**src/lpsr_pkg.sv**
```systemverilog
// constants shared by the self refresh, masking and mode register read logic
// What this block does
// RULE1 - controller restarts clock before self refresh exit
// RULE2 - controller waits exit interval before commands
// RULE3 - controller holds CKE high, NOPs during exit
// RULE4 - controller refreshes once between self refreshes
// RULE5 - two stable clocks before CKE rises
// RULE6 - all banks idle before self refresh entry
// RULE7 - exit interval starts edge after CKE high
// RULE8 - eight-bit bank mask written by register write
// RULE9 - masked bank gets no self refresh
// RULE10 - unmasked bank refreshes only unmasked segments
// RULE11 - eight segments from 1Gb, none below
// RULE12 - segment bit applies across all banks
// RULE13 - mask bit one blocks, zero refreshes
// RULE14 - register read decode and address fields
// RULE15 - register value on DQ[7:0] first beat
// RULE16 - all strobes toggle during read burst
// RULE17 - burst four, two-cycle period, uninterrupted
// RULE18 - controller sends only NOPs during period
// RULE19 - controller spacing from read to writes
// RULE20 - controller spacing from READ/WRITE to read
// RULE21 - register read never truncates data bursts
// RULE22 - temperature status fresh on self refresh exit
// RULE23 - temperature status updated every 32 ms
// RULE24 - refresh and minimum stay within tCKESR
// RULE25 - controller uses programmable spacing counters
package lpsr_pkg;
   localparam int          CLK_PERIOD_NS   = 40;
   localparam int          T_XSR_NS        = 140;
   localparam int          XSR_CYCLES      = (T_XSR_NS + CLK_PERIOD_NS - 1) / CLK_PERIOD_NS;
   localparam int          T_CKESR_NS      = 15;
   localparam int          CKESR_CYCLES    = (T_CKESR_NS + CLK_PERIOD_NS - 1) / CLK_PERIOD_NS;
   localparam int          T_TSI_MS        = 32;
   localparam int          TSI_CYCLES      = T_TSI_MS * 1000000 / CLK_PERIOD_NS;
   localparam int          T_MRR_CYCLES    = 2;
   localparam int          SEG_MIN_MBIT    = 1024;
   localparam int          FIFO_DEPTH      = 16;
   localparam int          ENTRY_W         = 10;
   localparam logic [3:0]  CMD_MRR         = 4'h8;
   localparam logic [3:0]  CMD_MRW         = 4'h0;
   localparam logic [2:0]  CMD_SREF        = 3'h4;
   localparam logic [7:0]  MA_TEMP         = 8'h04;
   localparam logic [7:0]  MA_BANK_MASK    = 8'h10;
   localparam logic [7:0]  MA_SEG_MASK     = 8'h11;
   localparam logic [7:0]  MA_CAL_A        = 8'h20;
   localparam logic [7:0]  MA_CAL_B        = 8'h28;
   localparam logic [3:0]  CAL_A_BEATS     = 4'h5;
   localparam logic [3:0]  CAL_B_BEATS     = 4'hC;
   localparam logic [7:0]  MASK_RESET      = 8'h00;
   localparam logic [2:0]  TEMP_RESET      = 3'h3;
   typedef enum logic [1:0] {KIND_REG, KIND_CAL_A, KIND_CAL_B} lpsr_kind_t;
endpackage

```
**src/lpsr_device.sv**
```systemverilog
// device side: self refresh exit, array masking, mode register read bursts
`timescale 1ns/1ps
module lpsr_device
   import lpsr_pkg::*;
#(
   parameter int RL               = 3,
   parameter int DENSITY_MBIT     = 1024,
   parameter int REF_STEP_CYCLES  = 16,
   parameter int TSI_CYCLES_P     = TSI_CYCLES
) (
   input  wire logic        core_clk,
   input  wire logic        rst_n,
   input  wire logic        cke,
   input  wire logic        cs_n,
   input  wire logic [9:0]  ca_rise,
   input  wire logic [9:0]  ca_fall,
   input  wire logic [2:0]  sensor_code,
   output logic      [31:0] dq_rise,
   output logic      [31:0] dq_fall,
   output logic             dq_oe,
   output logic             dqs_oe,
   output logic             mrr_ready,
   output logic             self_refresh_active,
   output logic             xsr_busy,
   output logic             refresh_pulse,
   output logic      [2:0]  refresh_bank,
   output logic      [2:0]  refresh_segment
);
   import lpsr_pkg::*;

   localparam int  NUM_BANKS = (DENSITY_MBIT >= SEG_MIN_MBIT) ? 8 : 4;
   localparam bit  SEG_EN    = DENSITY_MBIT >= SEG_MIN_MBIT;
   localparam int  LW        = RL - 1;

   typedef enum logic [1:0] {ST_IDLE, ST_SREF, ST_XSR} lpsr_state_t;

   function automatic logic [31:0] beat_word(input logic [ENTRY_W-1:0] e, input int idx);
      logic [31:0] w;
      w = 32'h0;
      case (lpsr_kind_t'(e[ENTRY_W-1:8]))
         KIND_CAL_A: w = {32{CAL_A_BEATS[idx]}};
         KIND_CAL_B: w = {32{CAL_B_BEATS[idx]}};
         default:    w = (idx == 0) ? {24'h0, e[7:0]} : 32'h0; // RULE15
      endcase
      return w;
   endfunction

   // command decode
   logic       prev_cke_reg;
   logic [3:0] cmd;
   logic [7:0] cmd_addr;
   logic       is_mrr, is_mrw, is_sref;

   assign cmd      = ca_rise[3:0];
   assign cmd_addr = {ca_fall[1:0], ca_rise[9:4]}; // RULE14
   assign is_mrr   = cke && !cs_n && cmd == CMD_MRR; // RULE14
   assign is_mrw   = cke && !cs_n && cmd == CMD_MRW;
   assign is_sref  = prev_cke_reg && !cke && !cs_n && ca_rise[2:0] == CMD_SREF;

   // self refresh state group
   lpsr_state_t state_reg, state_next;
   logic [7:0]  xsr_cnt_reg, xsr_cnt_next;
   logic [7:0]  ckesr_cnt_reg, ckesr_cnt_next;
   logic        sr_out_reg, sr_out_next, xsr_out_reg, xsr_out_next, exit_now;

   always_comb
   begin
      state_next     = state_reg;
      xsr_cnt_next   = xsr_cnt_reg;
      ckesr_cnt_next = ckesr_cnt_reg;
      exit_now       = 1'b0;
      case (state_reg)
         ST_IDLE:
            if (is_sref)
            begin
               state_next     = ST_SREF;
               ckesr_cnt_next = 8'(CKESR_CYCLES);
            end
         ST_SREF:
         begin
            if (ckesr_cnt_reg != 8'h0)
               ckesr_cnt_next = ckesr_cnt_reg - 8'h1; // RULE24
            if (cke && ckesr_cnt_reg == 8'h0)
            begin
               state_next   = ST_XSR; // RULE7
               xsr_cnt_next = 8'(XSR_CYCLES);
               exit_now     = 1'b1;
            end
         end
         ST_XSR:
         begin
            xsr_cnt_next = xsr_cnt_reg - 8'h1; // RULE7
            if (xsr_cnt_reg == 8'h1)
               state_next = ST_IDLE;
         end
         default: state_next = ST_IDLE;
      endcase
      sr_out_next  = state_next == ST_SREF;
      xsr_out_next = state_next == ST_XSR;
   end

   always_ff @(posedge core_clk)
   begin
      if (!rst_n)
      begin
         state_reg     <= ST_IDLE;
         xsr_cnt_reg   <= 8'h0;
         ckesr_cnt_reg <= 8'h0;
         prev_cke_reg  <= 1'b0;
         sr_out_reg    <= 1'b0;
         xsr_out_reg   <= 1'b0;
      end
      else
      begin
         state_reg     <= state_next;
         xsr_cnt_reg   <= xsr_cnt_next;
         ckesr_cnt_reg <= ckesr_cnt_next;
         prev_cke_reg  <= cke;
         sr_out_reg    <= sr_out_next;
         xsr_out_reg   <= xsr_out_next;
      end
   end

   // mask registers
   logic [7:0] bank_mask_reg, bank_mask_next, seg_mask_reg, seg_mask_next;
   logic       cmd_ok;

   assign cmd_ok = state_reg == ST_IDLE;

   always_comb
   begin
      bank_mask_next = bank_mask_reg;
      seg_mask_next  = seg_mask_reg;
      if (is_mrw && cmd_ok && cmd_addr == MA_BANK_MASK)
         bank_mask_next = ca_fall[9:2]; // RULE8
      if (is_mrw && cmd_ok && cmd_addr == MA_SEG_MASK && SEG_EN)
         seg_mask_next = ca_fall[9:2]; // RULE11
   end

   always_ff @(posedge core_clk)
   begin
      if (!rst_n)
      begin
         bank_mask_reg <= MASK_RESET;
         seg_mask_reg  <= MASK_RESET;
      end
      else
      begin
         bank_mask_reg <= bank_mask_next;
         seg_mask_reg  <= seg_mask_next;
      end
   end

   // internal refresh sweep while in self refresh
   logic [15:0] ref_tmr_reg, ref_tmr_next;
   logic [5:0]  sweep_reg, sweep_next;
   logic        rp_reg, rp_next;
   logic [2:0]  rb_reg, rb_next, rs_reg, rs_next;
   logic [2:0]  sw_bank, sw_seg;
   logic        bank_live, seg_live;

   assign sw_bank   = sweep_reg[5:3];
   assign sw_seg    = sweep_reg[2:0];
   assign bank_live = !bank_mask_reg[sw_bank] && 32'(sw_bank) < NUM_BANKS; // RULE9 RULE13
   assign seg_live  = !(SEG_EN && seg_mask_reg[sw_seg]); // RULE10 RULE12 RULE13

   always_comb
   begin
      ref_tmr_next = ref_tmr_reg;
      sweep_next   = sweep_reg;
      rp_next      = 1'b0;
      rb_next      = rb_reg;
      rs_next      = rs_reg;
      // no new step in the exit cycle, pulses stay inside self refresh
      if (state_reg != ST_SREF || exit_now)
         ref_tmr_next = 16'h0; // RULE24
      else if (ref_tmr_reg != 16'h0)
         ref_tmr_next = ref_tmr_reg - 16'h1;
      else
      begin
         ref_tmr_next = 16'(REF_STEP_CYCLES - 1);
         sweep_next   = 6'(sweep_reg + 6'h1);
         if (bank_live && seg_live)
         begin
            rp_next = 1'b1; // RULE12
            rb_next = sw_bank;
            rs_next = sw_seg;
         end
      end
   end

   always_ff @(posedge core_clk)
   begin
      if (!rst_n)
      begin
         ref_tmr_reg <= 16'h0;
         sweep_reg   <= 6'h0;
         rp_reg      <= 1'b0;
         rb_reg      <= 3'h0;
         rs_reg      <= 3'h0;
      end
      else
      begin
         ref_tmr_reg <= ref_tmr_next;
         sweep_reg   <= sweep_next;
         rp_reg      <= rp_next;
         rb_reg      <= rb_next;
         rs_reg      <= rs_next;
      end
   end

   // temperature status
   logic [2:0] temp_status;

   lpsr_temp_sensor #(
      .INTERVAL_CYCLES (TSI_CYCLES_P)
   ) u_temp (
      .core_clk     (core_clk),
      .rst_n        (rst_n),
      .sensor_code  (sensor_code),
      .force_update (exit_now),
      .temp_status  (temp_status)
   );

   // mode register read: capture, queue, launch after latency
   logic               gap_reg, gap_next, mrr_accept;
   logic [ENTRY_W-1:0] entry, head, hold_reg, hold_next;
   logic               f_ready, f_valid, pop;
   logic [LW-1:0]      launch_reg, launch_next;
   logic               second_reg, second_next, oe_reg, oe_next;
   logic [31:0]        dqr_reg, dqr_next, dqf_reg, dqf_next;

   assign mrr_accept = is_mrr && cmd_ok && !gap_reg && f_ready; // RULE17 RULE21

   always_comb
   begin
      entry = {2'(KIND_REG), 8'h00};
      case (cmd_addr)
         MA_TEMP:     entry = {2'(KIND_REG), 5'h00, temp_status}; // RULE22
         MA_CAL_A:    entry = {2'(KIND_CAL_A), 8'h00};
         MA_CAL_B:    entry = {2'(KIND_CAL_B), 8'h00};
         default:     entry = {2'(KIND_REG), 8'h00};
      endcase
   end

   lpsr_fifo #(
      .WIDTH (ENTRY_W),
      .DEPTH (FIFO_DEPTH)
   ) u_fifo (
      .core_clk  (core_clk),
      .rst_n     (rst_n),
      .in_valid  (mrr_accept),
      .in_ready  (f_ready),
      .in_data   (entry),
      .out_valid (f_valid),
      .out_ready (pop),
      .out_data  (head)
   );

   assign pop = launch_reg[LW-1] && f_valid;

   always_comb
   begin
      gap_next    = mrr_accept && T_MRR_CYCLES > 1; // RULE17
      launch_next = {launch_reg[LW-2:0], mrr_accept};
      hold_next   = hold_reg;
      second_next = 1'b0;
      oe_next     = 1'b0;
      dqr_next    = 32'h0;
      dqf_next    = 32'h0;
      if (pop)
      begin
         hold_next   = head;
         second_next = 1'b1;
         oe_next     = 1'b1; // RULE16
         dqr_next    = beat_word(head, 0); // RULE15
         dqf_next    = beat_word(head, 1);
      end
      else if (second_reg)
      begin
         oe_next  = 1'b1; // RULE16 RULE17
         dqr_next = beat_word(hold_reg, 2);
         dqf_next = beat_word(hold_reg, 3);
      end
   end

   always_ff @(posedge core_clk)
   begin
      if (!rst_n)
      begin
         gap_reg    <= 1'b0;
         launch_reg <= '0;
         hold_reg   <= '0;
         second_reg <= 1'b0;
         oe_reg     <= 1'b0;
         dqr_reg    <= 32'h0;
         dqf_reg    <= 32'h0;
      end
      else
      begin
         gap_reg    <= gap_next;
         launch_reg <= launch_next;
         hold_reg   <= hold_next;
         second_reg <= second_next;
         oe_reg     <= oe_next;
         dqr_reg    <= dqr_next;
         dqf_reg    <= dqf_next;
      end
   end

   assign dq_rise             = dqr_reg;
   assign dq_fall             = dqf_reg;
   assign dq_oe               = oe_reg;
   assign dqs_oe              = oe_reg;
   assign mrr_ready           = f_ready;
   assign self_refresh_active = sr_out_reg;
   assign xsr_busy            = xsr_out_reg;
   assign refresh_pulse       = rp_reg;
   assign refresh_bank        = rb_reg;
   assign refresh_segment     = rs_reg;
endmodule // lpsr_device

```
**src/lpsr_fifo.sv**
```systemverilog
// small synchronous fifo with registered ready and valid
`timescale 1ns/1ps
module lpsr_fifo #(
   parameter int WIDTH = 10,
   parameter int DEPTH = 16
) (
   input  wire logic             core_clk,
   input  wire logic             rst_n,
   input  wire logic             in_valid,
   output logic                  in_ready,
   input  wire logic [WIDTH-1:0] in_data,
   output logic                  out_valid,
   input  wire logic             out_ready,
   output logic      [WIDTH-1:0] out_data
);
   localparam int AW = $clog2(DEPTH);
   logic [WIDTH-1:0] mem_reg [DEPTH];
   logic [AW-1:0]    wr_reg, wr_next, rd_reg, rd_next;
   logic [AW:0]      cnt_reg, cnt_next;
   logic             ready_reg, ready_next, valid_reg, valid_next, push, pop;

   always_comb
   begin
      push       = in_valid && ready_reg;
      pop        = out_ready && valid_reg;
      wr_next    = push ? AW'(wr_reg + 1'b1) : wr_reg;
      rd_next    = pop ? AW'(rd_reg + 1'b1) : rd_reg;
      cnt_next   = (AW+1)'(cnt_reg + {{AW{1'b0}}, push} - {{AW{1'b0}}, pop});
      ready_next = cnt_next != (AW+1)'(DEPTH);
      valid_next = cnt_next != '0;
   end

   always_ff @(posedge core_clk)
   begin
      if (!rst_n)
      begin
         wr_reg    <= '0;
         rd_reg    <= '0;
         cnt_reg   <= '0;
         ready_reg <= 1'b0;
         valid_reg <= 1'b0;
      end
      else
      begin
         wr_reg    <= wr_next;
         rd_reg    <= rd_next;
         cnt_reg   <= cnt_next;
         ready_reg <= ready_next;
         valid_reg <= valid_next;
      end
   end

   always_ff @(posedge core_clk)
   begin
      if (push)
         mem_reg[wr_reg] <= in_data;
   end

   assign in_ready  = ready_reg;
   assign out_valid = valid_reg;
   assign out_data  = mem_reg[rd_reg];
endmodule // lpsr_fifo

```
**src/lpsr_temp_sensor.sv**
```systemverilog
// periodic temperature status capture with forced refresh on exit
`timescale 1ns/1ps
module lpsr_temp_sensor
   import lpsr_pkg::*;
#(
   parameter int INTERVAL_CYCLES = TSI_CYCLES
) (
   input  wire logic       core_clk,
   input  wire logic       rst_n,
   input  wire logic [2:0] sensor_code,
   input  wire logic       force_update,
   output logic      [2:0] temp_status
);
   logic [31:0] tmr_reg, tmr_next;
   logic [2:0]  stat_reg, stat_next;

   always_comb
   begin
      tmr_next  = tmr_reg - 32'h1;
      stat_next = stat_reg;
      if (force_update || tmr_reg == 32'h0)
      begin
         tmr_next  = 32'(INTERVAL_CYCLES - 1); // RULE23
         stat_next = sensor_code; // RULE22
      end
   end

   always_ff @(posedge core_clk)
   begin
      if (!rst_n)
      begin
         tmr_reg  <= 32'h0;
         stat_reg <= TEMP_RESET;
      end
      else
      begin
         tmr_reg  <= tmr_next;
         stat_reg <= stat_next;
      end
   end

   assign temp_status = stat_reg;
endmodule // lpsr_temp_sensor
```
**config.mk**
```make
export PLATFORM = sky130hd
export DESIGN_NAME = lpsr_device
export DESIGN_NICKNAME = d
export VERILOG_FILES = /design/src/lpsr_pkg.sv /design/src/lpsr_device.sv /design/src/lpsr_fifo.sv /design/src/lpsr_temp_sensor.sv
export SDC_FILE = /design/constraint.sdc
export NUM_CORES = 1
export LEC_CHECK = 0
export BUFFER_PORTS_ARGS = -buffer_cell sky130_fd_sc_hd__buf_2
export CORE_UTILIZATION = 66
export DETAILED_ROUTE_END_ITERATION = 7
export PLACE_DENSITY_LB_ADDON = 0.3
export SETUP_SLACK_MARGIN = 0.2
export SLEW_MARGIN = 25
export SYNTH_ARGS = -nofsm -noshare
export SYNTH_HDL_FRONTEND = slang
export SYNTH_HIERARCHICAL = 1
export SYNTH_SLANG_ARGS = --single-unit
export TNS_END_PERCENT = 50
```
**constraint.sdc**
```tcl
create_clock -name core_clk -period 4.57 [get_ports core_clk]
set_input_delay 0.2285 -clock core_clk [delete_from_list [all_inputs] [get_ports core_clk]]
set_output_delay 0.2285 -clock core_clk [all_outputs]
set_load 0.005 [all_outputs]
```
## After elaboration in Yosys (flattened, before gate mapping)

Memories as Yosys holds them, arrays and structs flattened. A register that Yosys moved wholly into a read port is not among the register bits.
Index checks and enable logic that the tools add are counted.

- $lt $le $gt $ge: 2
- Bitwise logic cells: 4
- Equal/unequal tests: 21
- Muxes and demuxes: 31
- Reduce and logical (&&, ||, !) cells: 43
- Add/subtract/negate cells: 9

Operator list:

| kind | number |
|---|---|
| $mux 32 | 4 |
| $pmux 32 s2 | 1 |
| $logic_not 32->1 | 1 |
| $pmux 8 s2 | 2 |
| $sub 32x1->32 const B | 1 |
| $pmux 10 s3 | 1 |
| $mux 8 | 3 |
| $mux 20 | 1 |
| $logic_and 1x1->1 | 17 |
| $eq 8x5->1 const B | 2 |
| $eq 8x6->1 const B | 2 |
| $reduce_bool 16->1 | 1 |
| $sub 16x1->16 const B | 1 |
| $sub 8x1->8 const B | 2 |
| $mux 4 | 3 |
| $mux 1 | 10 |
| $reduce_or 3->1 | 3 |
| $add 4x1->4 const B | 2 |
| $eq 2x1->1 const B | 4 |
| $eq 2x2->1 const B | 4 |
| $eq 8x1->1 const B | 1 |
| $eq 8x3->1 const B | 1 |
| $logic_not 8->1 | 1 |
| $lt 3x4->1 const B | 2 |
| other kinds (22) | 40 |

- Memories kept: 1
- Word-level logic and storage cells: 140
- Bits in writable memories: 160
- Input port bits: 27
- Register bits: 195

Memories:

| memory | depth | bits a word | rd ports | clocked after memory_dff | write ports | RTL line | source |
|---|---|---|---|---|---|---|---|
| u_fifo.mem_reg | 16 | 10 | 1 | 1 | 1 | lpsr_fifo.sv:17 | `logic [WIDTH-1:0] mem_reg [DEPTH];` |

## Logic depth before layout (Yosys ltp)

Gate-level depths: netlist (run 1).

- Depth in word-level cells: 10
- Gate-level depth with buffers: 14

## Modules after synthesis

Netlist (run 1), hierarchy kept.

By module, submodules not included:

| module | cells each | seq. area each (µm²) | area each (µm²) | times used |
|---|---|---|---|---|
| lpsr_fifo | 362 | 5185.0 | 7005.5 | 1 |
| lpsr_device | 448 | 1641.6 | 4031.4 | 1 |
| lpsr_temp_sensor | 170 | 700.7 | 1577.8 | 1 |

## Worst setup path before layout (run 1)

Ideal clock, no wire load.

- Path type: reg2reg
- Start: register state_reg[0]
- End: register u_fifo.valid_reg, in the netlist u_fifo/out_valid
- Data required time: 4.431 ns
- Stages on the path, launching flop included: 15
- Period minus slack after synthesis: 2.857 ns
- Setup slack: 1.713 ns
- Path buffers: 1
- Arrival: 2.718 ns
- Path through: dfxtp_1 -> nor3_1 -> nand4b_1 -> nor3_1 -> and2_1 -> clkbuf_1 -> nand2_1 -> nand2_1 -> ha_1 -> inv_1 -> fa_1 -> nand2b_1 -> a21oi_1 -> or2_1 -> a41oi_1

- Word-level cells in the longest chain between the ends: 8

Ends and longest elaborated chain:

| item | RTL line | source |
|---|---|---|
| start, declared | lpsr_device.sv:61 | `lpsr_state_t state_reg, state_next;` |
| start signal, assigned | lpsr_device.sv:115 | `state_reg <= state_next;` |
| $logic_not 2->1 | lpsr_device.sv:128 | `assign cmd_ok = state_reg == ST_IDLE;` |
| $logic_and 1x1->1 (3 in series) | lpsr_device.sv:233 | `assign mrr_accept = is_mrr && cmd_ok && !gap_reg && f_ready;` |
| net gap_next | lpsr_device.sv:226 | `logic gap_reg, gap_next, mrr_accept;` |
| $logic_and 1x1->1 | lpsr_fifo.sv:24 | `push = in_valid && ready_reg;` |
| $add 5x1->5 | lpsr_fifo.sv:28 | `cnt_next = (AW+1)'(cnt_reg + {{AW{1'b0}}, push} - {{AW{1'b0}}, pop});` |
| $sub 5x1->5 | lpsr_fifo.sv:28 |  |
| $reduce_bool 5->1 | lpsr_fifo.sv:30 | `valid_next = cnt_next != '0;` |
| end signal, assigned | lpsr_fifo.sv:49 | `valid_reg <= valid_next;` |
| end, declared | lpsr_fifo.sv:20 | `logic ready_reg, ready_next, valid_reg, valid_next, push, pop;` |

The timed path passes the listed nets, and every way through them passes these cells.
A chain may end at the register's enable or synchronous reset.

## Worst setup path after layout (run 1)

Same ends and word-level chain as after synthesis.

==> run_summary.xml, run 1 <==
<?xml version="1.0" encoding="UTF-8"?>
<metrics>
  <group name="run_status">
    <metric name="run_status" unit="">finished, final reports clean</metric>
  </group>
  <group name="clock_tree">
    <metric name="post_cts_resized" unit="">0</metric>
    <metric name="post_cts_buffers" unit="">0</metric>
    <metric name="clkLatencyLatePin" unit="ns">0.55</metric>
    <metric name="numClockSinks" unit="">296</metric>
    <metric name="cts_root_buf" unit="">sky130_fd_sc_hd__clkbuf_16</metric>
    <metric name="cts_made_buffers" unit="">29</metric>
    <metric name="clk_path_buf_depth" unit="">3</metric>
    <metric name="path_clk_slew" unit="ns">0.06</metric>
    <metric name="holdBufCountCts" unit="">13</metric>
    <metric name="tritoncts" unit="">done</metric>
    <metric name="number_of_levels_in_the_clock_h_tree" unit="">1</metric>
  </group>
  <group name="place">
    <metric name="post-place-cells" unit="">1316</metric>
    <metric name="total_placed_instance_area" unit="µm²">13200</metric>
    <metric name="portBuffers" unit="">102</metric>
    <metric name="globalplace.congestion" unit="">0.818</metric>
    <metric name="hpwl" unit="µm">16500</metric>
  </group>
  <group name="pwr">
    <metric name="power.internal" unit="mW">4.82</metric>
    <metric name="power.share.clock" unit="%">39.9</metric>
    <metric name="sequential_power_share" unit="%">47.1</metric>
    <metric name="power.switching" unit="mW">1.58</metric>
    <metric name="power.combinational.fraction" unit="%">13.0</metric>
    <metric name="power_switching_share" unit="%">24.7</metric>
    <metric name="power.ir.vdd_worst" unit="mV">0.518</metric>
    <metric name="power.leakage" unit="nW">5.57</metric>
    <metric name="p_per_area" unit="nW/µm²">445</metric>
  </group>
  <group name="floorplanning">
    <metric name="design.die.area" unit="µm²">19700</metric>
    <metric name="floorplan.io_pins" unit="">103</metric>
    <metric name="initial_utilization" unit="%">67.4</metric>
    <metric name="core.rowCount" unit="">50</metric>
    <metric name="dieHeight" unit="µm">140</metric>
    <metric name="design.core.area" unit="µm²">18700</metric>
    <metric name="die-width" unit="µm">140</metric>
  </group>
  <group name="routing">
    <metric name="ant_nets" unit="">0</metric>
    <metric name="finalWirelength" unit="µm">25100</metric>
    <metric name="drt-initial-drc-count" unit="">574</metric>
    <metric name="post-route-drc-count" unit="">0</metric>
    <metric name="via_per_inst" unit="">5.79</metric>
    <metric name="via_count" unit="">8001</metric>
    <metric name="drt_first_pass_iters" unit="">5</metric>
    <metric name="mean_routed_wirelength_per_cell" unit="µm">18.2</metric>
  </group>
  <group name="yosys">
    <metric name="synth.distinct_cells" unit="">68</metric>
    <metric name="postSynth.asyncResetShare" unit="%">0</metric>
    <metric name="synth_largest_type_area_fraction" unit="%">38.1</metric>
    <metric name="yosys_warnings" unit="">6</metric>
    <metric name="ys_seq_elements" unit="">296</metric>
    <metric name="postSynthCellCount" unit="">980</metric>
    <metric name="synth_top_cells_by_area" unit="">sky130_fd_sc_hd__edfxtp_1, sky130_fd_sc_hd__dfxtp_1, sky130_fd_sc_hd__mux4_2</metric>
    <metric name="seq_area_frac_synth" unit="%">59.7</metric>
    <metric name="syn_area" unit="µm²">12600</metric>
    <metric name="synth-edff-count" unit="">160</metric>
    <metric name="synth_area_leader_cell" unit="">sky130_fd_sc_hd__edfxtp_1</metric>
    <metric name="yosys_most_used_dff" unit="">sky130_fd_sc_hd__edfxtp_1</metric>
    <metric name="post_synth.cell_area_avg" unit="µm²">12.9</metric>
  </group>
  <group name="global_routing">
    <metric name="grt_pass1_wl" unit="µm">40100</metric>
    <metric name="gr-usage-all-layers" unit="%">26.2</metric>
    <metric name="grt_pass1_vias" unit="">7812</metric>
    <metric name="grt_start_max_net_pins" unit="">43</metric>
    <metric name="gr-total-overflow" unit="">0</metric>
    <metric name="initial_antenna_violation_count" unit="">0</metric>
  </group>
  <group name="timing">
    <metric name="skew" unit="ns">0.0236</metric>
    <metric name="worst_hold_slack_after_final_layout" unit="ns">0.0568</metric>
    <metric name="report.final.hold_viol_count" unit="">0</metric>
    <metric name="grt_setup_unrepaired" unit="">false</metric>
    <metric name="finalMaxSlewViolations" unit="">0</metric>
    <metric name="final_period_minus_worst_setup_slack" unit="ns">3.21</metric>
    <metric name="finalCritPeriodShare" unit="%">70.3</metric>
    <metric name="fmax" unit="MHz">311</metric>
    <metric name="worst-slew-pin-transition" unit="ns">1.06</metric>
    <metric name="fin_setup_tns" unit="ns">0</metric>
    <metric name="max_slew_margin" unit="%">29.1</metric>
    <metric name="setup_viol" unit="">0</metric>
  </group>
  <group name="finish">
    <metric name="syn_to_final_growth" unit="%">14.0</metric>
    <metric name="layout.nets" unit="">1172</metric>
    <metric name="number_of_flip_flops_under_the_largest_register_name" unit="">160</metric>
    <metric name="postLayoutCellArea" unit="µm²">14400</metric>
    <metric name="fillCellCount" unit="">1125</metric>
    <metric name="number_of_antenna_cells_inserted" unit="">0</metric>
    <metric name="instances_no_fill" unit="">1383</metric>
    <metric name="share_of_cells_above_drive_strength_1" unit="%">18.9</metric>
    <metric name="final_design_utilization" unit="%">76.8</metric>
  </group>
  <group name="worst_setup_path">
    <metric name="critical_path_class" unit="">reg -&gt; reg</metric>
    <metric name="rrSetupSlack" unit="ns">1.36</metric>
    <metric name="cp_data_required_time" unit="ns">4.97</metric>
    <metric name="worstReg2RegStart" unit="">state_reg[0]</metric>
    <metric name="reg2reg_depth" unit="">13</metric>
    <metric name="cp_data_arrival_time" unit="ns">3.61</metric>
    <metric name="worst_setup_path_start_kind" unit="">flip-flop</metric>
    <metric name="cp-end-kind" unit="">flip-flop</metric>
    <metric name="worstReg2RegEnd" unit="">u_fifo/out_valid</metric>
    <metric name="cp_max_fo" unit="">8</metric>
  </group>
  <group name="worst_hold_path">
    <metric name="timing.hold.worst.start" unit="">rst_n</metric>
    <metric name="min_delay_path_depth" unit="">2</metric>
    <metric name="min_delay_worst_endpoint" unit="">u_temp/temp_status[0]</metric>
    <metric name="hold_path_class" unit="">in -&gt; reg</metric>
  </group>
  <group name="run">
    <metric name="drv_cap" unit="">0</metric>
  </group>
</metrics>
## stage by stage
step | power, mW | setup slack, ns
floorplan | 3.71 | 1.71
global placement | 3.84 | 1.60
detailed placement | 3.87 | 1.45
CTS | 6.42 | 1.42
global route | 6.63 | 1.08
finish | 6.40 | 1.36
## metal layers
layer	global-route usage (%)	routed length [µm]	up-vias
met3	3.52	1230	34
met5	0	0	-
met4	6.36	467	0
met1	33.5	10300	3961
li1	-	-	3767
met2	47.4	13100	239
## cells in the mapped netlist, types with 20 or more instances
master                     number
sky130_fd_sc_hd__mux2i_1       22
sky130_fd_sc_hd__buf_4         57
sky130_fd_sc_hd__nor2_1       110
sky130_fd_sc_hd__dfxtp_1      136
sky130_fd_sc_hd__xnor2_1       22
sky130_fd_sc_hd__nor3_1        22
sky130_fd_sc_hd__a21oi_1       51
sky130_fd_sc_hd__xor2_1        28
sky130_fd_sc_hd__inv_1         27
sky130_fd_sc_hd__nand2_1       52
sky130_fd_sc_hd__o21ai_0       21
sky130_fd_sc_hd__edfxtp_1     160
sky130_fd_sc_hd__a22oi_1       20
sky130_fd_sc_hd__mux4_2        29
## worst max-delay path by stage
stage | from | endpoint | slack, ns | depth (start not counted)
6_report | state_reg[0] | u_fifo/out_valid | 1.36 | 13
5_1_grt | state_reg[1] | u_fifo/out_valid | 1.08 | 13
3_5_place_dp | flip-flop | dq_rise[6] | 1.45 | 8
2_1_floorplan | state_reg[0] | u_fifo/out_valid | 1.71 | 14
4_1_cts | state_reg[0] | u_fifo/out_valid | 1.42 | 13
3_3_place_gp | state_reg[0] | u_fifo/out_valid | 1.60 | 13
## worst max-delay path, stage by stage, from the launching register on
cell	delay, ns
sky130_fd_sc_hd__dfxtp_1	0.34
sky130_fd_sc_hd__nor3_1	0.27
sky130_fd_sc_hd__nand4b_1	0.34
sky130_fd_sc_hd__nor3_1	0.32
sky130_fd_sc_hd__and2_1	0.34
sky130_fd_sc_hd__nand2_1	0.09
sky130_fd_sc_hd__nand2_1	0.07
sky130_fd_sc_hd__ha_1	0.18
sky130_fd_sc_hd__inv_1	0.06
sky130_fd_sc_hd__fa_1	0.39
sky130_fd_sc_hd__nand2b_1	0.15
sky130_fd_sc_hd__a21oi_1	0.24
sky130_fd_sc_hd__or2_1	0.16
sky130_fd_sc_hd__a41oi_1	0.11
## kinds of logic (layout without fill, tap and decap cells)
group                    after synthesis  count (layout)  synth area share, %
other                                  1              80               0.0297
multiplexers                          69              69                 10.4
buffers and inverters                117             207                 5.55
adder cells (fa/ha/maj)               19              19                 1.94
AND/OR/NAND/NOR                      309             309                 13.2
AO/OA/AOI/OAI                        119             119                 5.71
XOR/XNOR                              50              50                 3.47
flip-flops                           296             296                 59.7
## power by group through the flow
stage                     Combinational [mW]  Clock, mW  Sequential, mW
after detailed placement               0.800          0            3.07
after global placement                 0.779          0            3.06
after global routing                   0.916       2.68            3.03
after floorplan                        0.661          0            3.04
after CTS                              0.823       2.58            3.02
final                                  0.833       2.55            3.02
## cells in the final DEF (no fill, tap or decap), drive strengths merged, types with 24 or more instances in the layout
| cell type | n |
|---|---|
| a21oi | 52 |
| buf | 111 |
| dfxtp | 136 |
| nand2 | 52 |
| conb | 80 |
| nor3 | 24 |
| mux4 | 45 |
| inv | 29 |
| edfxtp | 160 |
| clkbuf | 39 |
| xor2 | 28 |
| nor2 | 111 |
## layout make-up
type | instances | area, µm² | area share [%]
Sequential cell | 296 | 7530 | 52.4
Multi-Input combinational cell | 646 | 4690 | 32.6
Clock buffer | 39 | 868 | 6.04
Timing Repair Buffer | 124 | 708 | 4.93
Tap cell | 234 | 293 | 2.04
Clock inverter | 15 | 180 | 1.25
Inverter | 29 | 109 | 0.757
No activity file was read; power rests on OpenSTA's default activity.
==> run 2: changes to the inputs <==
--- a/config.mk
+++ b/config.mk
@@ -6,7 +6,7 @@
 export NUM_CORES = 1
 export LEC_CHECK = 0
 export BUFFER_PORTS_ARGS = -buffer_cell sky130_fd_sc_hd__buf_2
-export CORE_UTILIZATION = 66
+export CORE_UTILIZATION = 55
 export DETAILED_ROUTE_END_ITERATION = 7
 export PLACE_DENSITY_LB_ADDON = 0.3
 export SETUP_SLACK_MARGIN = 0.2
==> constraint.sdc (replaced) <==
create_clock -name core_clk -period 2.95 [get_ports core_clk]
set_input_delay 0.1475 -clock core_clk [delete_from_list [all_inputs] [get_ports core_clk]]
set_output_delay 0.1475 -clock core_clk [all_outputs]
set_load 0.005 [all_outputs]
==> run 2 against run 1 <==
Compared with the run above:
- clock power increased by 44%
- global-route usage fell by 5.3 points
- total power increased by 51%
- highest routed layer unchanged
==> run_summary.xml, run 2 (same netlist as run 1, synthesis figures left out) <==
<?xml version="1.0" encoding="UTF-8"?>
<metrics>
  <group name="clock_tree">
    <metric name="clk_path_buf_depth" unit="">3</metric>
    <metric name="numClockSinks" unit="">296</metric>
    <metric name="cts_root_buf" unit="">sky130_fd_sc_hd__clkbuf_16</metric>
    <metric name="clkLatencyLatePin" unit="ns">0.56</metric>
    <metric name="path_clk_slew" unit="ns">0.06</metric>
    <metric name="post_cts_buffers" unit="">0</metric>
    <metric name="number_of_levels_in_the_clock_h_tree" unit="">1</metric>
    <metric name="tritoncts" unit="">done</metric>
    <metric name="cts_made_buffers" unit="">31</metric>
  </group>
  <group name="timing">
    <metric name="final_period_minus_worst_setup_slack" unit="ns">2.54</metric>
    <metric name="skew" unit="ns">0.0132</metric>
    <metric name="finalCritPeriodShare" unit="%">86.1</metric>
    <metric name="finalMaxSlewViolations" unit="">0</metric>
    <metric name="fmax" unit="MHz">394</metric>
    <metric name="fin_setup_tns" unit="ns">0</metric>
    <metric name="grt_setup_unrepaired" unit="">false</metric>
    <metric name="max_slew_margin" unit="%">50.7</metric>
    <metric name="worst-slew-pin-transition" unit="ns">0.734</metric>
    <metric name="setup_viol" unit="">0</metric>
    <metric name="report.final.hold_viol_count" unit="">0</metric>
  </group>
  <group name="routing">
    <metric name="post-route-drc-count" unit="">0</metric>
    <metric name="drt_first_pass_iters" unit="">5</metric>
    <metric name="ant_nets" unit="">0</metric>
    <metric name="drt-initial-drc-count" unit="">484</metric>
    <metric name="via_per_inst" unit="">5.37</metric>
    <metric name="mean_routed_wirelength_per_cell" unit="µm">16.3</metric>
    <metric name="finalWirelength" unit="µm">23900</metric>
    <metric name="via_count" unit="">7868</metric>
  </group>
  <group name="worst_setup_path">
    <metric name="worst_setup_path_start_kind" unit="">flip-flop</metric>
    <metric name="slowest_stage_delay_on_critical_path" unit="ns">0.57</metric>
    <metric name="cp-end-kind" unit="">flip-flop</metric>
    <metric name="critPathBufInv" unit="">2</metric>
    <metric name="crit_chain" unit="">buf_4 -&gt; mux4_1 -&gt; a22oi_1 -&gt; nand2_1 -&gt; inv_1 -&gt; ha_1 -&gt; nor2_2 -&gt; a21oi_1 -&gt; o21ai_0</metric>
    <metric name="cp_data_required_time" unit="ns">3.42</metric>
    <metric name="crit_family" unit="">multiplexers</metric>
    <metric name="worst_path_max_delay_cell" unit="">sky130_fd_sc_hd__mux4_1</metric>
    <metric name="cp_max_fo" unit="">9</metric>
    <metric name="critical_path_class" unit="">reg -&gt; reg</metric>
    <metric name="cp_data_arrival_time" unit="ns">3.01</metric>
  </group>
  <group name="floorplanning">
    <metric name="core.rowCount" unit="">55</metric>
    <metric name="die-width" unit="µm">153</metric>
    <metric name="design.core.area" unit="µm²">22600</metric>
    <metric name="design.die.area" unit="µm²">23500</metric>
    <metric name="floorplan.io_pins" unit="">103</metric>
    <metric name="initial_utilization" unit="%">55.9</metric>
    <metric name="dieHeight" unit="µm">153</metric>
  </group>
  <group name="finish">
    <metric name="layout.nets" unit="">1201</metric>
    <metric name="share_of_cells_above_drive_strength_1" unit="%">20.1</metric>
    <metric name="number_of_antenna_cells_inserted" unit="">0</metric>
    <metric name="number_of_flip_flops_under_the_largest_register_name" unit="">160</metric>
    <metric name="final_common_cell" unit="">sky130_fd_sc_hd__edfxtp_1</metric>
    <metric name="syn_to_final_growth" unit="%">15.7</metric>
    <metric name="mostFrequentLayoutCells" unit="">sky130_fd_sc_hd__edfxtp_1, sky130_fd_sc_hd__dfxtp_1, sky130_fd_sc_hd__nor2_1</metric>
    <metric name="final_design_utilization" unit="%">64.7</metric>
  </group>
  <group name="global_routing">
    <metric name="gr-total-overflow" unit="">0</metric>
    <metric name="initial_antenna_violation_count" unit="">0</metric>
    <metric name="gr-usage-all-layers" unit="%">20.9</metric>
    <metric name="grt_pass1_wl" unit="µm">38900</metric>
    <metric name="grt_pass1_vias" unit="">7681</metric>
    <metric name="grt_start_max_net_pins" unit="">41</metric>
  </group>
  <group name="pwr">
    <metric name="power.combinational.fraction" unit="%">13.4</metric>
    <metric name="sequential_power_share" unit="%">48.4</metric>
    <metric name="power.ir.vdd_worst" unit="mV">0.599</metric>
    <metric name="power.leakage" unit="nW">5.67</metric>
    <metric name="power.share.clock" unit="%">38.2</metric>
    <metric name="power_switching_share" unit="%">25.2</metric>
    <metric name="power.internal" unit="mW">7.22</metric>
    <metric name="power.switching" unit="mW">2.42</metric>
    <metric name="p_per_area" unit="nW/µm²">660</metric>
  </group>
  <group name="place">
    <metric name="globalplace.congestion" unit="">0.852</metric>
    <metric name="portBuffers" unit="">102</metric>
    <metric name="hpwl" unit="µm">16100</metric>
  </group>
  <group name="run">
    <metric name="drv_cap" unit="">0</metric>
  </group>
  <group name="run_status">
    <metric name="run_status" unit="">finished, final reports clean</metric>
  </group>
  <group name="worst_hold_path">
    <metric name="hold_path_class" unit="">in -&gt; reg</metric>
  </group>
</metrics>
==> run 2: cell types whose count changed in the layout (fill, tap and decap cells not counted), moves of 2 or more <==
| cell | previous run | this run |
|---|---|---|
| sky130_fd_sc_hd__nor3_1 | 22 | 20 |
| sky130_fd_sc_hd__buf_12 | 0 | 2 |
| sky130_fd_sc_hd__dlygate4sd3_1 | 13 | 15 |
| sky130_fd_sc_hd__buf_4 | 9 | 32 |
| sky130_fd_sc_hd__nor3_2 | 2 | 4 |
| sky130_fd_sc_hd__bufinv_16 | 4 | 2 |
| sky130_fd_sc_hd__clkinv_1 | 3 | 8 |
| sky130_fd_sc_hd__clkbuf_8 | 4 | 2 |
| sky130_fd_sc_hd__clkbuf_1 | 2 | 9 |
==> run 2: cell type report <==
class | instances | area, µm²
inverters | 29 | 109
clock inverters | 16 | 126
repair buffers | 151 | 941
well taps | 285 | 357
clock buffers | 42 | 837
multi-input cells | 646 | 4700
fillers | 1715 | 7970
flip-flops and latches | 296 | 7530
==> run 2: through the flow <==
step	power, mW	cell area [µm²]	instances	hold WS [ns]	setup WS (ns)
6_report	9.64	14600	1465	0.0779	0.410
5_1_grt	10.0	14600	1465	0.0718	0.207
4_1_cts	9.71	14600	1465	0.0548	0.277
3_5_place_dp	6.01	13500	1392	0.405	0.287
3_3_place_gp	5.99	13500	1392	0.387	0.420
2_1_floorplan	5.74	12900	1059	0.209	0.204
==> run 2: final timing paths <==
check | to | start | depth (start not counted) | slack (ns)
hold / removal | bank_mask_reg[1] | ca_rise[4] | 4 | 0.08
hold reg to reg | hold_reg[9] | hold_reg[9] | 2 | 0.46
setup reg to reg | dq_rise[2] | flip-flop | 9 | 0.41
setup / recovery | dq_rise[2] | flip-flop | 9 | 0.41
==> run 2: worst min-delay path: cells and delay by family <==
kind	cells	cell delay [ns]
simple gates	2	0.18
buf+inv	1	0.13
mux	1	0.12
==> run 2: power by group through the flow <==
stage / Combinational [mW] / Clock (mW) / Sequential, mW
after floorplan: 1.02 / 0 / 4.72
after global placement: 1.24 / 0 / 4.75
after detailed placement: 1.26 / 0 / 4.75
after CTS: 1.29 / 3.75 / 4.67
after global routing: 1.43 / 3.93 / 4.70
final: 1.29 / 3.68 / 4.67
==> run 2: timing repair <==
item | 4_1_cts | 5_1_grt
setup endpoints to repair | 0 | 11
hold endpoints to repair | 23 | 0
resized for setup | 0 | 3
hold buffers | 15 | 0
==> run 2: per-layer routing <==
layer  GRT usage [%]  part of all wire [%]
met3            3.01                   4.2
met2            36.2                    49
met1            27.5                    45
met5               0                     0
met4            5.81                   2.2
==> run 3: changes to the inputs <==
--- a/config.mk
+++ b/config.mk
@@ -6,6 +6,7 @@
 export NUM_CORES = 1
 export LEC_CHECK = 0
 export BUFFER_PORTS_ARGS = -buffer_cell sky130_fd_sc_hd__buf_2
+export CORE_MARGIN = 2
 export CORE_UTILIZATION = 55
 export DETAILED_ROUTE_END_ITERATION = 7
 export PLACE_DENSITY_LB_ADDON = 0.3
==> run 3 against run 2 <==
Compared with the run above:
- die area increased by 2.6%
- clock power increased by 2%
- non-clock buffer count decreased by 2
- via count decreased by 0.25%
- sequential power about the same
- first-iteration DRC count decreased by 15%
- cell area about the same
- routed wire length increased by 0.63%
- fmax decreased by 1.9%
- total power increased by 0.39%
- worst setup slack got worse by 0.049 ns
- largest cell class unchanged
==> run_summary.xml, run 3 (same netlist as run 1, synthesis figures left out) <==
<?xml version="1.0" encoding="UTF-8"?>
<metrics>
  <group name="run_status">
    <metric name="run_status" unit="">finished, final reports clean</metric>
  </group>
  <group name="pwr">
    <metric name="sequential_power_share" unit="%">48.2</metric>
    <metric name="power_switching_share" unit="%">25.2</metric>
    <metric name="power.ir.vdd_worst" unit="mV">0.747</metric>
    <metric name="p_per_area" unit="nW/µm²">663</metric>
    <metric name="power.switching" unit="mW">2.44</metric>
    <metric name="total_power" unit="mW">9.68</metric>
    <metric name="power.share.clock" unit="%">38.7</metric>
    <metric name="power.internal" unit="mW">7.24</metric>
    <metric name="power.leakage" unit="nW">5.65</metric>
    <metric name="power.combinational.fraction" unit="%">13.1</metric>
  </group>
  <group name="clock_tree">
    <metric name="cts_root_buf" unit="">sky130_fd_sc_hd__clkbuf_16</metric>
    <metric name="clk_path_buf_depth" unit="">3</metric>
    <metric name="tritoncts" unit="">done</metric>
    <metric name="path_clk_slew" unit="ns">0.06</metric>
    <metric name="clkLatencyLatePin" unit="ns">0.56</metric>
    <metric name="cts_made_buffers" unit="">30</metric>
    <metric name="numClockSinks" unit="">296</metric>
    <metric name="number_of_levels_in_the_clock_h_tree" unit="">1</metric>
  </group>
  <group name="worst_setup_path">
    <metric name="slowest_stage_delay_on_critical_path" unit="ns">0.57</metric>
    <metric name="critical_path_class" unit="">reg -&gt; reg</metric>
    <metric name="worst_path_max_delay_cell" unit="">sky130_fd_sc_hd__mux4_1</metric>
    <metric name="cp-end-kind" unit="">flip-flop</metric>
    <metric name="cp_max_fo" unit="">23</metric>
    <metric name="cp_data_arrival_time" unit="ns">3.04</metric>
    <metric name="crit_chain" unit="">buf_12 -&gt; mux4_1 -&gt; a22oi_1 -&gt; nand2_1 -&gt; inv_1 -&gt; ha_1 -&gt; nor2_2 -&gt; a21oi_1 -&gt; o21ai_0</metric>
    <metric name="worst_setup_path_start_kind" unit="">flip-flop</metric>
    <metric name="cp_data_required_time" unit="ns">3.41</metric>
  </group>
  <group name="finish">
    <metric name="final_common_cell" unit="">sky130_fd_sc_hd__edfxtp_1</metric>
    <metric name="seq_area" unit="µm²">7530</metric>
    <metric name="layout.nets" unit="">1198</metric>
    <metric name="syn_to_final_growth" unit="%">15.8</metric>
    <metric name="share_of_cells_above_drive_strength_1" unit="%">20.3</metric>
    <metric name="fillCellCount" unit="">1743</metric>
    <metric name="number_of_antenna_cells_inserted" unit="">0</metric>
    <metric name="multi_input_area" unit="µm²">4700</metric>
    <metric name="mostFrequentLayoutCells" unit="">sky130_fd_sc_hd__edfxtp_1, sky130_fd_sc_hd__dfxtp_1, sky130_fd_sc_hd__nor2_1</metric>
    <metric name="number_of_flip_flops_under_the_largest_register_name" unit="">160</metric>
  </group>
  <group name="routing">
    <metric name="mean_routed_wirelength_per_cell" unit="µm">16.5</metric>
    <metric name="drt_first_pass_iters" unit="">5</metric>
    <metric name="drt-initial-drc-count" unit="">412</metric>
    <metric name="finalWirelength" unit="µm">24100</metric>
    <metric name="via_count" unit="">7848</metric>
    <metric name="ant_nets" unit="">0</metric>
    <metric name="post-route-drc-count" unit="">0</metric>
    <metric name="via_per_inst" unit="">5.37</metric>
  </group>
  <group name="timing">
    <metric name="worst-slew-pin-transition" unit="ns">0.750</metric>
    <metric name="fin_setup_tns" unit="ns">0</metric>
    <metric name="layout_setup_ws" unit="ns">0.362</metric>
    <metric name="report.final.hold_viol_count" unit="">0</metric>
    <metric name="fmax" unit="MHz">386</metric>
    <metric name="skew" unit="ns">0.0174</metric>
    <metric name="finalCritPeriodShare" unit="%">87.7</metric>
    <metric name="setup_viol" unit="">0</metric>
    <metric name="max_slew_margin" unit="%">49.6</metric>
    <metric name="final_period_minus_worst_setup_slack" unit="ns">2.59</metric>
    <metric name="finalMaxSlewViolations" unit="">0</metric>
    <metric name="grt_setup_unrepaired" unit="">true</metric>
    <metric name="worst_hold_slack_after_final_layout" unit="ns">0.0479</metric>
  </group>
  <group name="floorplanning">
    <metric name="floorplan.io_pins" unit="">103</metric>
    <metric name="core.rowCount" unit="">55</metric>
    <metric name="initial_utilization" unit="%">55.9</metric>
    <metric name="dieHeight" unit="µm">155</metric>
    <metric name="design.die.area" unit="µm²">24200</metric>
    <metric name="die-width" unit="µm">155</metric>
    <metric name="design.core.area" unit="µm²">22600</metric>
  </group>
  <group name="place">
    <metric name="portBuffers" unit="">102</metric>
    <metric name="hpwl" unit="µm">16000</metric>
    <metric name="post-place-ws" unit="ns">0.259</metric>
    <metric name="globalplace.congestion" unit="">0.828</metric>
  </group>
  <group name="global_routing">
    <metric name="grt_start_max_net_pins" unit="">45</metric>
    <metric name="initial_antenna_violation_count" unit="">1</metric>
    <metric name="gr-usage-all-layers" unit="%">20.1</metric>
    <metric name="gr-total-overflow" unit="">0</metric>
    <metric name="grt_pass1_wl" unit="µm">38700</metric>
    <metric name="grt_pass1_vias" unit="">7642</metric>
  </group>
  <group name="worst_hold_path">
    <metric name="hold_path_class" unit="">in -&gt; reg</metric>
  </group>
  <group name="run">
    <metric name="drv_cap" unit="">0</metric>
  </group>
</metrics>
## run 3: timing repair
action / CTS / global route
endpoints found under the setup margin: 0 / 11
hold buffers: 14 / 0
buffers inserted: 0 / 2
endpoints found under the hold margin: 21 / 0
gates resized for setup: 0 / 3
## run 3: worst max-delay path, delay by kind of cell, from the launching register on
kind	cells	cell delay, ns
mux	1	0.57
compound gates	3	0.51
simple gates	2	0.41
flops	1	0.37
fa+ha+maj	1	0.33
buf+inv	2	0.29
## run 3: final timing paths
check | from | end | slack (ns) | cells past startpoint
setup reg to reg | flip-flop | dq_rise[2] | 0.36 | 9
hold reg to reg | u_temp/temp_status[0] | u_temp/temp_status[0] | 0.46 | 2
setup / recovery | flip-flop | dq_rise[2] | 0.36 | 9
hold / removal | ca_rise[4] | bank_mask_reg[6] | 0.05 | 4
## run 3: area by class of cell
type                       count  share of cell area (%)
sequential                   296                    51.6
multi-input combinational    646                    32.2
timing repair buffer         149                    6.32
clock buffer                  41                    5.49
tap                          285                    2.44
clock inverter                15                    1.27
inverter                      29                   0.745
## run 3: per-layer routing
layer | global-route usage, % | wire length (µm)
met1 | 27.2 | 10800
met2 | 34.0 | 11600
met5 | 0 | 13
met4 | 5.72 | 589
met3 | 3.26 | 1060
## run 3: power by group through the flow
stage	logic, mW	registers [mW]	clock network, mW
finish	1.26	4.66	3.75
detailed placement	1.25	4.75	0
global route	1.42	4.69	3.97
global placement	1.23	4.75	0
floorplan	1.02	4.72	0
CTS	1.27	4.66	3.82
## run 3: per-stage QoR
stage	cell area, µm²	cells	utilization [%]
final	14600	1461	64.7
after global routing	14600	1461	64.7
after CTS	14600	1459	64.6
after detailed placement	13500	1389	59.6
after global placement	13500	1389	59.6
after floorplan	12900	1059	-
